===== src/core/uxs_regs.vh =====
// Constants for the USB transceiver serial interface.
// Assumes inclusion by bare name from the core design files.
`ifndef UXS_REGS_VH
`define UXS_REGS_VH

// Width of the scheme selector
`define UXS_SCHEME_W 2
// Data plus SE0, bidirectional, three wires
`define UXS_DATA_ZERO_SCHEME_BI 2'h0
// Data plus SE0, unidirectional, six wires
`define UXS_DATA_ZERO_SCHEME_UNI 2'h1
// Plus/minus, bidirectional, four wires
`define UXS_PLUS_MINUS_SCHEME_BI 2'h2
// Plus/minus, unidirectional, six wires
`define UXS_PLUS_MINUS_SCHEME_UNI 2'h3
// Scheme held after reset
`define UXS_SCHEME_RESET 2'h0

// Bit positions inside the scheme code
`define UXS_SCHEME_UNI_BIT 0
`define UXS_SCHEME_PM_BIT 1

// Idle line levels: J state on a full-speed bus
`define UXS_IDLE_DP 1'h1
`define UXS_IDLE_DM 1'h0

// Cycles the receive side stays quiet after a turnaround
`define UXS_TURN_CYCLES 2'h1

`endif


===== src/core/uxs_rx_decode.v =====
// Receive decoder: turns the pins of the selected scheme into line states.
// Assumes pins are synchronous to mclk; purely combinational, no state.
`include "uxs_regs.vh"

module uxs_rx_decode
(
    // Scheme in force
    input wire [`UXS_SCHEME_W-1:0] scheme,
    // Shared pins, input side
    input wire line_data_plus_in,
    input wire single_ended_zero_minus_in,
    // Receive-only pins of the six-wire schemes; rx_differential also feeds the plus/minus bidirectional scheme
    input wire rx_plus_buffered,
    input wire rx_minus_buffered,
    input wire rx_differential,
    // Decoded line state
    output reg dec_dp,
    output reg dec_dm,
    output reg dec_data,
    output reg dec_se0
);

    // Pick the receive sources for each scheme
    always @*
    begin
        dec_dp = `UXS_IDLE_DP;
        dec_dm = `UXS_IDLE_DM;
        dec_data = `UXS_IDLE_DP;
        dec_se0 = 1'h0;
        case (scheme)
            `UXS_DATA_ZERO_SCHEME_BI:
            begin
                dec_data = line_data_plus_in;
                dec_se0 = single_ended_zero_minus_in;
                // Rebuild both wires from data and SE0
                dec_dp = line_data_plus_in & ~single_ended_zero_minus_in;
                dec_dm = ~line_data_plus_in & ~single_ended_zero_minus_in;
            end
            `UXS_DATA_ZERO_SCHEME_UNI:
            begin
                dec_dp = rx_plus_buffered;
                dec_dm = rx_minus_buffered;
                dec_data = rx_differential;
                dec_se0 = ~rx_plus_buffered & ~rx_minus_buffered;
            end
            `UXS_PLUS_MINUS_SCHEME_BI:
            begin
                dec_dp = line_data_plus_in;
                dec_dm = single_ended_zero_minus_in;
                dec_data = rx_differential;
                dec_se0 = ~line_data_plus_in & ~single_ended_zero_minus_in;
            end
            `UXS_PLUS_MINUS_SCHEME_UNI:
            begin
                dec_dp = rx_plus_buffered;
                dec_dm = rx_minus_buffered;
                dec_data = rx_differential;
                dec_se0 = ~rx_plus_buffered & ~rx_minus_buffered;
            end
            default:
            begin
                // Unreachable code: keep idle J
                dec_se0 = 1'h0;
            end
        endcase
    end

endmodule


===== src/core/uxs_serial_if.v =====
// USB transceiver serial interface: controller side to external transceiver.
// Assumes all inputs synchronous to mclk and a static scheme selection.
// How it works
// - Four schemes: three, four, six wires
// - Enable low while sending, high receiving
// - Data-SE0 bidir: data pin both ways
// - Data-SE0 bidir: SE0 pin both ways
// - Data-SE0 unidir: pins are outputs only
// - Plus/minus bidir: D+ pin both ways
// - Plus/minus bidir: D- pin both ways
`include "uxs_regs.vh"

module uxs_serial_if
(
    // Clock and reset
    input wire mclk,
    input wire reset_n,
    // Configuration
    input wire [`UXS_SCHEME_W-1:0] scheme_select,
    // Transmit request from the controller
    input wire tx_active,
    input wire tx_dp,
    input wire tx_dm,
    // Received line state to the controller
    output reg rx_valid,
    output reg rx_dp,
    output reg rx_dm,
    output reg rx_data,
    output reg rx_se0,
    // Status
    output reg [`UXS_SCHEME_W-1:0] scheme_active,
    // Transmit enable pin
    output reg tx_output_enable_n,
    // Shared data / D+ pin
    input wire line_data_plus_in,
    output reg line_data_plus_out,
    output reg line_data_plus_oe_n,
    // Shared SE0 / D- pin
    input wire single_ended_zero_minus_in,
    output reg single_ended_zero_minus_out,
    output reg single_ended_zero_minus_oe_n,
    // Receive-only pins
    input wire rx_plus_buffered,
    input wire rx_minus_buffered,
    input wire rx_differential
);

    // One-hot link states
    localparam [1:0] ST_RECEIVE = 2'h1;
    localparam [1:0] ST_TRANSMIT = 2'h2;

    // True for the shared-pin schemes
    function is_bidir;
        input [`UXS_SCHEME_W-1:0] sch;
        begin
            is_bidir = ~sch[`UXS_SCHEME_UNI_BIT];
        end
    endfunction

    // True for the data-plus-SE0 schemes
    function is_data_zero;
        input [`UXS_SCHEME_W-1:0] sch;
        begin
            is_data_zero = ~sch[`UXS_SCHEME_PM_BIT];
        end
    endfunction

    // Current and next link state
    reg [1:0] state;
    reg [1:0] next_state;
    // Quiet count after a turnaround
    reg [1:0] quiet_cnt;
    reg [1:0] next_quiet_cnt;
    // Next pin values
    reg next_plus_out;
    reg next_minus_out;
    reg next_pin_oe_n;
    reg next_enable_n;
    // Decoded receive state
    wire dec_dp;
    wire dec_dm;
    wire dec_data;
    wire dec_se0;

    // Receive decoding for the scheme in force
    uxs_rx_decode u_rx_decode
    (
        .scheme(scheme_active),
        .line_data_plus_in(line_data_plus_in),
        .single_ended_zero_minus_in(single_ended_zero_minus_in),
        .rx_plus_buffered(rx_plus_buffered),
        .rx_minus_buffered(rx_minus_buffered),
        .rx_differential(rx_differential),
        .dec_dp(dec_dp),
        .dec_dm(dec_dm),
        .dec_data(dec_data),
        .dec_se0(dec_se0)
    );

    // Next state of the link
    always @*
    begin
        next_state = state;
        case (state)
            ST_RECEIVE:
            begin
                // Start sending on request
                if (tx_active)
                    next_state = ST_TRANSMIT;
            end
            ST_TRANSMIT:
            begin
                // Hand the lines back when done
                if (!tx_active)
                    next_state = ST_RECEIVE;
            end
            default:
            begin
                // Recover to listening
                next_state = ST_RECEIVE;
            end
        endcase
    end

    // Quiet window after the lines turn round
    // Armed while sending, so it still holds on the first listening cycle
    always @*
    begin
        next_quiet_cnt = quiet_cnt;
        if (state == ST_TRANSMIT)
            next_quiet_cnt = `UXS_TURN_CYCLES;
        else if (quiet_cnt != 2'h0)
            next_quiet_cnt = quiet_cnt - 2'h1;
    end

    // Pin values for the next cycle
    always @*
    begin
        next_enable_n = (next_state != ST_TRANSMIT);
        // Idle J while not sending
        next_plus_out = `UXS_IDLE_DP;
        next_minus_out = `UXS_IDLE_DM;
        if (next_state == ST_TRANSMIT)
        begin
            if (is_data_zero(scheme_active))
            begin
                next_plus_out = tx_dp;
                next_minus_out = ~tx_dp & ~tx_dm;
            end
            else
            begin
                next_plus_out = tx_dp;
                next_minus_out = tx_dm;
            end
        end
        if (is_bidir(scheme_active))
            next_pin_oe_n = next_enable_n;
        else
            next_pin_oe_n = 1'h0;
    end

    // State, scheme and pin registers
    always @(posedge mclk)
    begin
        if (!reset_n)
        begin
            state <= ST_RECEIVE;
            quiet_cnt <= 2'h0;
            scheme_active <= `UXS_SCHEME_RESET;
            tx_output_enable_n <= 1'h1;
            line_data_plus_out <= `UXS_IDLE_DP;
            single_ended_zero_minus_out <= `UXS_IDLE_DM;
            line_data_plus_oe_n <= 1'h1;
            single_ended_zero_minus_oe_n <= 1'h1;
        end
        else
        begin
            state <= next_state;
            quiet_cnt <= next_quiet_cnt;
            if (state == ST_RECEIVE && !tx_active)
                scheme_active <= scheme_select;
            tx_output_enable_n <= next_enable_n;
            line_data_plus_out <= next_plus_out;
            single_ended_zero_minus_out <= next_minus_out;
            line_data_plus_oe_n <= next_pin_oe_n;
            single_ended_zero_minus_oe_n <= next_pin_oe_n;
        end
    end

    // Received state, valid only while listening
    always @(posedge mclk)
    begin
        if (!reset_n)
        begin
            rx_valid <= 1'h0;
            rx_dp <= `UXS_IDLE_DP;
            rx_dm <= `UXS_IDLE_DM;
            rx_data <= `UXS_IDLE_DP;
            rx_se0 <= 1'h0;
        end
        // No sample on the edge that starts a transmit
        else if (state == ST_RECEIVE && next_state == ST_RECEIVE && tx_output_enable_n && quiet_cnt == 2'h0)
        begin
            rx_valid <= 1'h1;
            rx_dp <= dec_dp;
            rx_dm <= dec_dm;
            rx_data <= dec_data;
            rx_se0 <= dec_se0;
        end
        else
        begin
            // Hold last state, flag invalid
            rx_valid <= 1'h0;
        end
    end

endmodule


===== config.mk =====
export PLATFORM = sky130hd
export DESIGN_NAME = uxs_serial_if
export DESIGN_NICKNAME = d
export VERILOG_FILES = /design/src/core/uxs_rx_decode.v /design/src/core/uxs_serial_if.v
export VERILOG_INCLUDE_DIRS = /design/src /design/src/core
export SDC_FILE = /design/constraint.sdc
export NUM_CORES = 1
export LEC_CHECK = 0
export BUFFER_PORTS_ARGS = -buffer_cell sky130_fd_sc_hd__buf_4
export CAP_MARGIN = 5
export CELL_PAD_IN_SITES_DETAIL_PLACEMENT = 1
export CELL_PAD_IN_SITES_GLOBAL_PLACEMENT = 1
export CORE_ASPECT_RATIO = 0.75
export CORE_MARGIN = 2
export CORE_UTILIZATION = 37
export DETAILED_ROUTE_END_ITERATION = 10
export GPL_TIMING_DRIVEN = 0
export PLACE_DENSITY_LB_ADDON = 0.05
export SYNTH_ARGS = -nofsm -noshare
export SYNTH_HDL_FRONTEND = slang
export SYNTH_SLANG_ARGS = --single-unit

===== constraint.sdc =====
create_clock -name mclk -period 3 [get_ports mclk]
set_input_delay 0.3 -clock mclk [delete_from_list [all_inputs] [get_ports mclk]]
set_output_delay 0.3 -clock mclk [all_outputs]
set_load 0.01 [all_outputs]

### Word-level counts from Yosys, hierarchy flattened

Index checks and enable logic that the tools add are counted.

* add/subtract/negate cells: 1
* $mul: 0
* div/mod/pow operators: 0
* $lt $le $gt $ge: 0
* equal/unequal tests: 8
* shift-type cells: 0
* mux-type cells: 12
* bitwise operators: 11
* reduce and logical (&&, ||, !) cells: 13

Operators with widths (count)
* one-hot mux 1 bit (3 select lines): 3
* == test 2 bit (second input constant): 4
* NOT 1 bit: 7
* == test 2 x 1 -> 1 bit (second input constant): 3
* 2-to-1 mux 1 bit: 5
* bitwise AND 1 bit: 4
* logical AND 1 bit: 4
* zero test 2 bit: 2
* 2-to-1 mux 2 bit: 2
* one-hot mux 2 bit (2 select lines): 1
* nonzero test 2 bit: 2
* OR reduction 2 bit: 2
* OR reduction 3 bit: 1
* inequality test 2 bit (second input constant): 1
* one-hot mux 1 bit (2 select lines): 1
* AND reduction 2 bit: 1
* subtractor 2 x 1 -> 2 bit (second input constant): 1
* zero test 1 bit: 1

* bits in registers: 15
* latch bits: 0
* RAM bits: 0
* bits in read-only memories: 0
* input bits: 12
* output and inout bits: 12
* logic and storage cells: 58
* memories: 0

### Logic depth before layout (Yosys ltp)

Gate-level depths: netlist of run 1.

* word-level depth: 7
* depth in mapped cells: 7
* gate-level depth less buffers: 6

### Hierarchy

A second synthesis of run 1 with hierarchy kept.

* cells, all modules: 78
* area total of the unflattened synthesis: 738.2 um^2

By module, submodules not included
* uxs_serial_if: times used 1, cells each 65, area each 654.4 um^2
* uxs_rx_decode: times used 1, cells each 13, area each 83.8 um^2

### Worst setup path after synthesis of run 1

OpenSTA, ideal clock, no wires.

* path type: register -> register
* start: register state[0]
* end: register line_data_plus_out
* setup time: 123 ps
* arrival: 1332 ps
* data required time: 2877 ps
* path slack: 1545 ps
* stages on the path, launching flop included: 6
* buffers on the path: 0
* clock period less this slack: 1455 ps
* cells stage by stage: dfxtp_1 -> inv_1 -> ha_1 -> a21oi_1 -> nand4_1 -> or2_2

* longest elaborated chain between the ends: 4
* elaborated cells on any way between the ends: 7
* those cells by class: 3 x eq/ne; 3 x mux; 1 x reduce/logical

Ends and longest elaborated chain
* start: declaration: line uxs_serial_if.v:69 `reg [1:0] state;`
* start signal: assignment: line uxs_serial_if.v:178 `state <= next_state;`
* == test 2 bit (tied with other cells): line uxs_serial_if.v:104 `case (state)`
* one-hot mux 2 bit (2 select lines) (*): line uxs_serial_if.v:104
* == test 2 bit (*): line uxs_serial_if.v:143 `if (next_state == ST_TRANSMIT)`
* AND reduction 2 bit (no source line) (*)
* end signal: assignment: line uxs_serial_if.v:171 `` line_data_plus_out <= `UXS_IDLE_DP; ``
* end signal: assignment: line uxs_serial_if.v:183 `line_data_plus_out <= next_plus_out;`
* end: declaration: line uxs_serial_if.v:36 `output reg line_data_plus_out,`

Every way passes the cells marked *; elsewhere a longest branch is shown, timed or not.
A chain may end at the register's enable or synchronous reset.

### Worst setup path after layout of run 1

Ends and elaborated chain as after synthesis.

==> impl_metrics.json, run 1 <==
{
  "fin_crit_ns": 1.65,
  "wirelength_um": 1730,
  "drc_errors": 0,
  "final.setup_skew_ns": 0.00358,
  "syn_nets": 94,
  "firstDrtPassIters": 2,
  "grt_pass1_vias": 629,
  "die_w_um": 54.2,
  "antenna_found_initial": 0,
  "timing.final.crit_share_pct": 55.0,
  "yosysWarningCount": 0,
  "cp.required_ns": 3.17,
  "power_density_nw_per_um2": 908,
  "first_iter_violations": 3,
  "cts_max_path_buffers": 2,
  "path_clk_slew_ns": 0.08,
  "place.gp.congestion": 0.790,
  "cp.depth": 5,
  "critPathMaxFanout": 4,
  "cp_cell_sequence": "inv_1 > ha_1 > a21oi_1 > nand4_1 > or2_2",
  "ctsHoldBuffers": 0,
  "ys_ff_latch": 15,
  "grt_max_degree": 11,
  "io_pins": 24,
  "drv_slew": 0,
  "drv_cap": 0,
  "synth_most_common_cell": "dfxtp_1",
  "cp_slowest_cell": "dfxtp_1",
  "worstSetupEndpointType": "register",
  "yosysUniqueCellTypes": 27,
  "worst_slew_pin_slew_ns": 0.444,
  "start_kind": "register",
  "clock_sinks": 15,
  "routed_via_density": 5.03,
  "holdWs_ns": 0.224,
  "endpoint": "line_data_plus_out",
  "port_buffers": 23,
  "vias": 644,
  "cpPeakStageDelay_ns": 0.38,
  "area_delta_synth_final_pct": 32.4,
  "critPathBufInv": 1,
  "num_antenna_cells": 0,
  "dp.cells": 124,
  "synth_commonest_cells": "15 x dfxtp_1, 11 x nor2_1, 7 x inv_1, 6 x mux2i_1, 5 x nand2_1",
  "crit_path_start": "state[0]",
  "grt_usage_pct": 17.5,
  "wl_per_cell_um": 13.5,
  "r2r-start": "state[0]",
  "postCtsSetupBuffers": 0,
  "fp.coreArea_um2": 1760,
  "synth_edf_count": 0,
  "cp.arrival_ns": 1.82,
  "seq_area_frac_synth_pct": 42.9,
  "stdcell_count": 128,
  "fin_setup_tns_ns": 0,
  "insertion_delay_ns": 0.28,
  "synth_top_area_cell": "dfxtp_1",
  "rsz0062_at_grt": "false",
  "ir_drop_mv": 0.442,
  "overflow": 0,
  "finalSetupViolations": 0,
  "rr_worst_depth": 5,
  "synth_area_per_cell_um2": 8.85,
  "ctsResizeCount": 0,
  "grt_pass1_wl_um": 2840,
  "rrSetupSlack_ns": 1.35,
  "die_area_um2": 2260,
  "synth_top_cell_area_share_pct": 42.9,
  "synthArstFlopShare_pct": 0,
  "initial_core_util_pct": 39.8,
  "ant_nets": 0,
  "finalNetCount": 122,
  "h-tree-depth": 1,
  "fin_util_pct": 52.7,
  "hold_viol": 0,
  "regArea_um2": 300,
  "n_fill_cell": 232,
  "cts_made_buffers": 3,
  "cts_tree": "done",
  "die_y_um": 41.7,
  "synthTopCellsByArea": "dfxtp_1 43%, mux2i_1 8.6%, nor2_1 5.9%, ha_1 5.4%, inv_1 3.8%",
  "rows": 13,
  "syn_inst": 79,
  "hp-start": "tx_dp",
  "hpwlAfterDp_um": 1390,
  "drive_gt1_share_pct": 29.2,
  "r2r_end": "line_data_plus_out",
  "netlist_area_um2": 699,
  "power_leakage_nw": 0.441,
  "max_slew_margin_pct": 70.4,
  "placed_area_um2": 900,
  "cp_top_family": "simple AND/OR/NAND/NOR gates",
  "design_area_um2": 926,
  "fmax_mhz": 606,
  "multi_input_area_um2": 343,
  "status": "completed",
  "hold_class": "in -> reg",
  "synth-main-ff-cell": "dfxtp_1",
  "crit_type": "reg -> reg",
  "root_buffer": "clkbuf_4"
}
[placed cells by master, fill, tap and decap left out, types with 4 or more instances in the layout]
cell,count
inv_1,7
a21oi_1,4
clkbuf_1,4
mux2i_1,6
nand2_1,5
nor2_1,11
buf_4,24
dfxtp_1,15
[flip-flops by register name (all words and copies together), names as in the netlist]
name and count:
tx_output_enable_n 1, rx_valid 1, rx_dp 1, single_ended_zero_minus_oe_n 1
rx_data 1, line_data_plus_out 1, scheme_active 2, single_ended_zero_minus_out 1
rx_se0 1, state 2, rx_dm 1, quiet_cnt 2
[final cells by class]
type	instances	area share [%]
tap	22	2.97
inverter	7	2.84
clock buffer	4	2.84
multi-input combinational	52	37.0
buffer	5	3.24
sequential	15	32.4
timing repair buffer	23	18.6
[report_power, final]
group	leakage [nW]	switching (mW)	internal (mW)	total, mW
registers	0.123	0.0378	0.265	0.303
logic	0.303	0.211	0.214	0.425
clock network	0.0150	0.0608	0.0516	0.112
[stage by stage]
stage                     total power [mW]  worst slack [ns]
after detailed placement             0.736              1.36
after CTS                            0.851              1.33
final                                0.840              1.35
after floorplan                      0.583              1.54
after global routing                 0.915              1.19
after global placement               0.717              1.38
[routing by layer]
metal / global-route usage (%) / share of wire, %
met5: 0 / 0
met4: 4.50 / 0.81
met3: 6.47 / 6.1
met2: 27.2 / 45
met1: 22.6 / 48
[cell families after synthesis]
| group | count (synthesis) | share of synthesized area [%] |
|---|---|---|
| and+or+nand+nor | 27 | 18.8 |
| AOI/OAI and AO/OA | 15 | 15.0 |
| DFF | 15 | 42.9 |
| buffers and inverters | 12 | 8.05 |
| muxes | 6 | 8.59 |
| adders and majority gates | 3 | 5.37 |
| xor gates and xnor gates | 1 | 1.25 |
[worst reg2reg max path, delay by kind of cell, from the launching register on]
family	cells	cell delay [ns]
adder cells (fa/ha/maj)	1	0.34
AO/OA/AOI/OAI	1	0.23
flip-flops	1	0.38
AND/OR/NAND/NOR	2	0.53
buffers and inverters	1	0.06
[worst min path at each step]
stage                               to  slack [ns]  cells past startpoint
floorplan           line_data_plus_out        0.41                      1
global placement                rx_se0        0.45                      2
detailed placement              rx_se0        0.46                      2
CTS                 line_data_plus_out        0.22                      2
global route        line_data_plus_out        0.21                      2
finish              line_data_plus_out        0.22                      2
(Power assumes the default switching activity.)
==> inputs of run 2 (changes only) <==
- CORE_UTILIZATION: 37 -> 34
- clock period: 3 -> 1.7 ns (I/O delays scaled with it)
==> impl_metrics.json, run 2 (synthesis results as in run 1) <==
{
  "status": "completed",
  "min_to": "line_data_plus_out",
  "r2r-start": "state[0]",
  "start_kind": "register",
  "path_clk_slew_ns": 0.10,
  "max_slew_margin_pct": 71.7,
  "h-tree-depth": 1,
  "dp.cells": 126,
  "overflow": 0,
  "drv_slew": 0,
  "drive_gt1_share_pct": 32.1,
  "crit_type": "reg -> reg",
  "grtUsageMet3_pct": 6.71,
  "port_buffers": 23,
  "grt_pass1_vias": 645,
  "globalRoute.busiestLayer": "met2",
  "cts_tree": "done",
  "p_int_uw": 941,
  "grt_pass1_wl_um": 2820,
  "most-common-layout-cells": "24 x buf_4, 15 x dfxtp_1, 11 x nor2_1",
  "grt_usage_pct": 15.7,
  "cp.required_ns": 1.88,
  "design_area_um2": 936,
  "die_y_um": 43.3,
  "p_sw_share_pct": 37.0,
  "finalNetCount": 122,
  "comb_power_share_pct": 50.2,
  "fp.coreArea_um2": 1980,
  "power.total_mw": 1.49,
  "initial_core_util_pct": 35.3,
  "routed_via_density": 4.83,
  "fmax_mhz": 635,
  "rrSetupSlack_ns": 0.13,
  "hold_class": "in -> reg",
  "die_w_um": 56.4,
  "whs_path_depth": 2,
  "timing.final.crit_share_pct": 92.6,
  "setup_ws_ns": 0.126,
  "grt_util_met2_pct": 23.3,
  "wl_per_cell_um": 12.5,
  "top_regs": "quiet_cnt: 2 flops, scheme_active: 2 flops, state: 2 flops",
  "rr_worst_depth": 6,
  "seqPwrFrac_pct": 35.8,
  "place.gp.congestion": 0.717,
  "worstSetupEndpointType": "register",
  "grt_max_degree": 11,
  "power_switching_uw": 553,
  "finalSetupViolations": 0,
  "fin_setup_tns_ns": 0,
  "p_clk_share_pct": 13.9,
  "ir_drop_mv": 0.770,
  "first_iter_violations": 0,
  "hpwlAfterDp_um": 1280,
  "num_antenna_cells": 0,
  "drc_errors": 0,
  "stdcell_count": 130,
  "fin_crit_ns": 1.57,
  "drv_cap": 0,
  "cp.arrival_ns": 1.75,
  "antenna_found_initial": 0,
  "hold_viol": 0,
  "area_delta_synth_final_pct": 33.8,
  "die_area_um2": 2440,
  "root_buffer": "clkbuf_4",
  "rows": 14,
  "rsz0062_at_grt": "true",
  "clock_sinks": 15,
  "firstDrtPassIters": 1,
  "n_fill_cell": 244,
  "insertion_delay_ns": 0.29,
  "cts_made_buffers": 3,
  "hp-start": "tx_dp",
  "fin_util_pct": 47.3,
  "critPathMaxFanout": 5,
  "placed_area_um2": 902,
  "preCtsSetupSlack_ns": 0.0339,
  "holdWs_ns": 0.0821,
  "final.setup_skew_ns": 0.00868,
  "worst_slew_pin_slew_ns": 0.425,
  "wirelength_um": 1620,
  "layout_commonest_cell": "buf_4",
  "power_leakage_nw": 0.442,
  "io_pins": 24,
  "power_density_nw_per_um2": 1600,
  "use_met1_pct": 20.4,
  "r2r_end": "rx_dp",
  "cts_max_path_buffers": 2,
  "ant_nets": 0,
  "vias": 628
}
==> run 2: cell count changes in the layout (fill, tap and decap cells not counted), sizes merged <==
cell	previous run	this run
clkbuf	7	6
clkinv	0	1
==> run 2: worst max-delay path by stage <==
| stage | startpoint | to | slack, ns | depth (start not counted) |
|---|---|---|---|---|
| global placement | state[0] | line_data_plus_out | 0.07 | 5 |
| global route | state[1] | line_data_plus_out | -0.01 | 6 |
| finish | state[0] | rx_dp | 0.13 | 6 |
| floorplan | state[0] | line_data_plus_out | 0.24 | 5 |
| detailed placement | state[0] | line_data_plus_out | 0.03 | 5 |
| CTS | state[0] | line_data_plus_out | 0.02 | 5 |
==> run 2: area by class of cell <==
class,count,area [um2],area share (%)
clock inverters,1,5.00,0.535
inverters,7,26.3,2.81
flip-flops and latches,15,300,32.1
multi-input cells,52,349,37.3
repair buffers,23,173,18.4
well taps,24,30.0,3.21
plain buffers,5,30.0,3.21
clock buffers,3,22.5,2.41
==> run 2: repair_timing <==
| action | CTS | global route |
|---|---|---|
| gates resized for setup | 0 | 2 |
| hold buffers | 0 | 0 |
| setup endpoints to repair | 0 | 5 |
| hold endpoints to repair | 0 | 0 |
| buffers inserted | 0 | 0 |
==> run 2: metal layers <==
| metal | vias up | share of wire, % |
|---|---|---|
| met4 | 0 | 0.68 |
| met2 | 18 | 42 |
| li1 | 323 | - |
| met3 | 2 | 6.0 |
| met5 | - | 0 |
| met1 | 285 | 51 |
==> run 2: critical path: stages (launching register included) <==
cell     delay, ns
dfxtp_1       0.40
ha_1          0.21
nor2b_4       0.21
o21ai_2       0.09
a211o_1       0.31
buf_6         0.14
mux2i_1       0.11
==> run 2: power by group through the flow <==
| stage | clock network, mW | logic, mW | registers [mW] |
|---|---|---|---|
| 3_3_place_gp | 0 | 0.723 | 0.540 |
| 3_5_place_dp | 0 | 0.741 | 0.545 |
| 6_report | 0.208 | 0.751 | 0.536 |
| 5_1_grt | 0.239 | 0.842 | 0.553 |
| 2_1_floorplan | 0 | 0.459 | 0.570 |
| 4_1_cts | 0.221 | 0.745 | 0.537 |
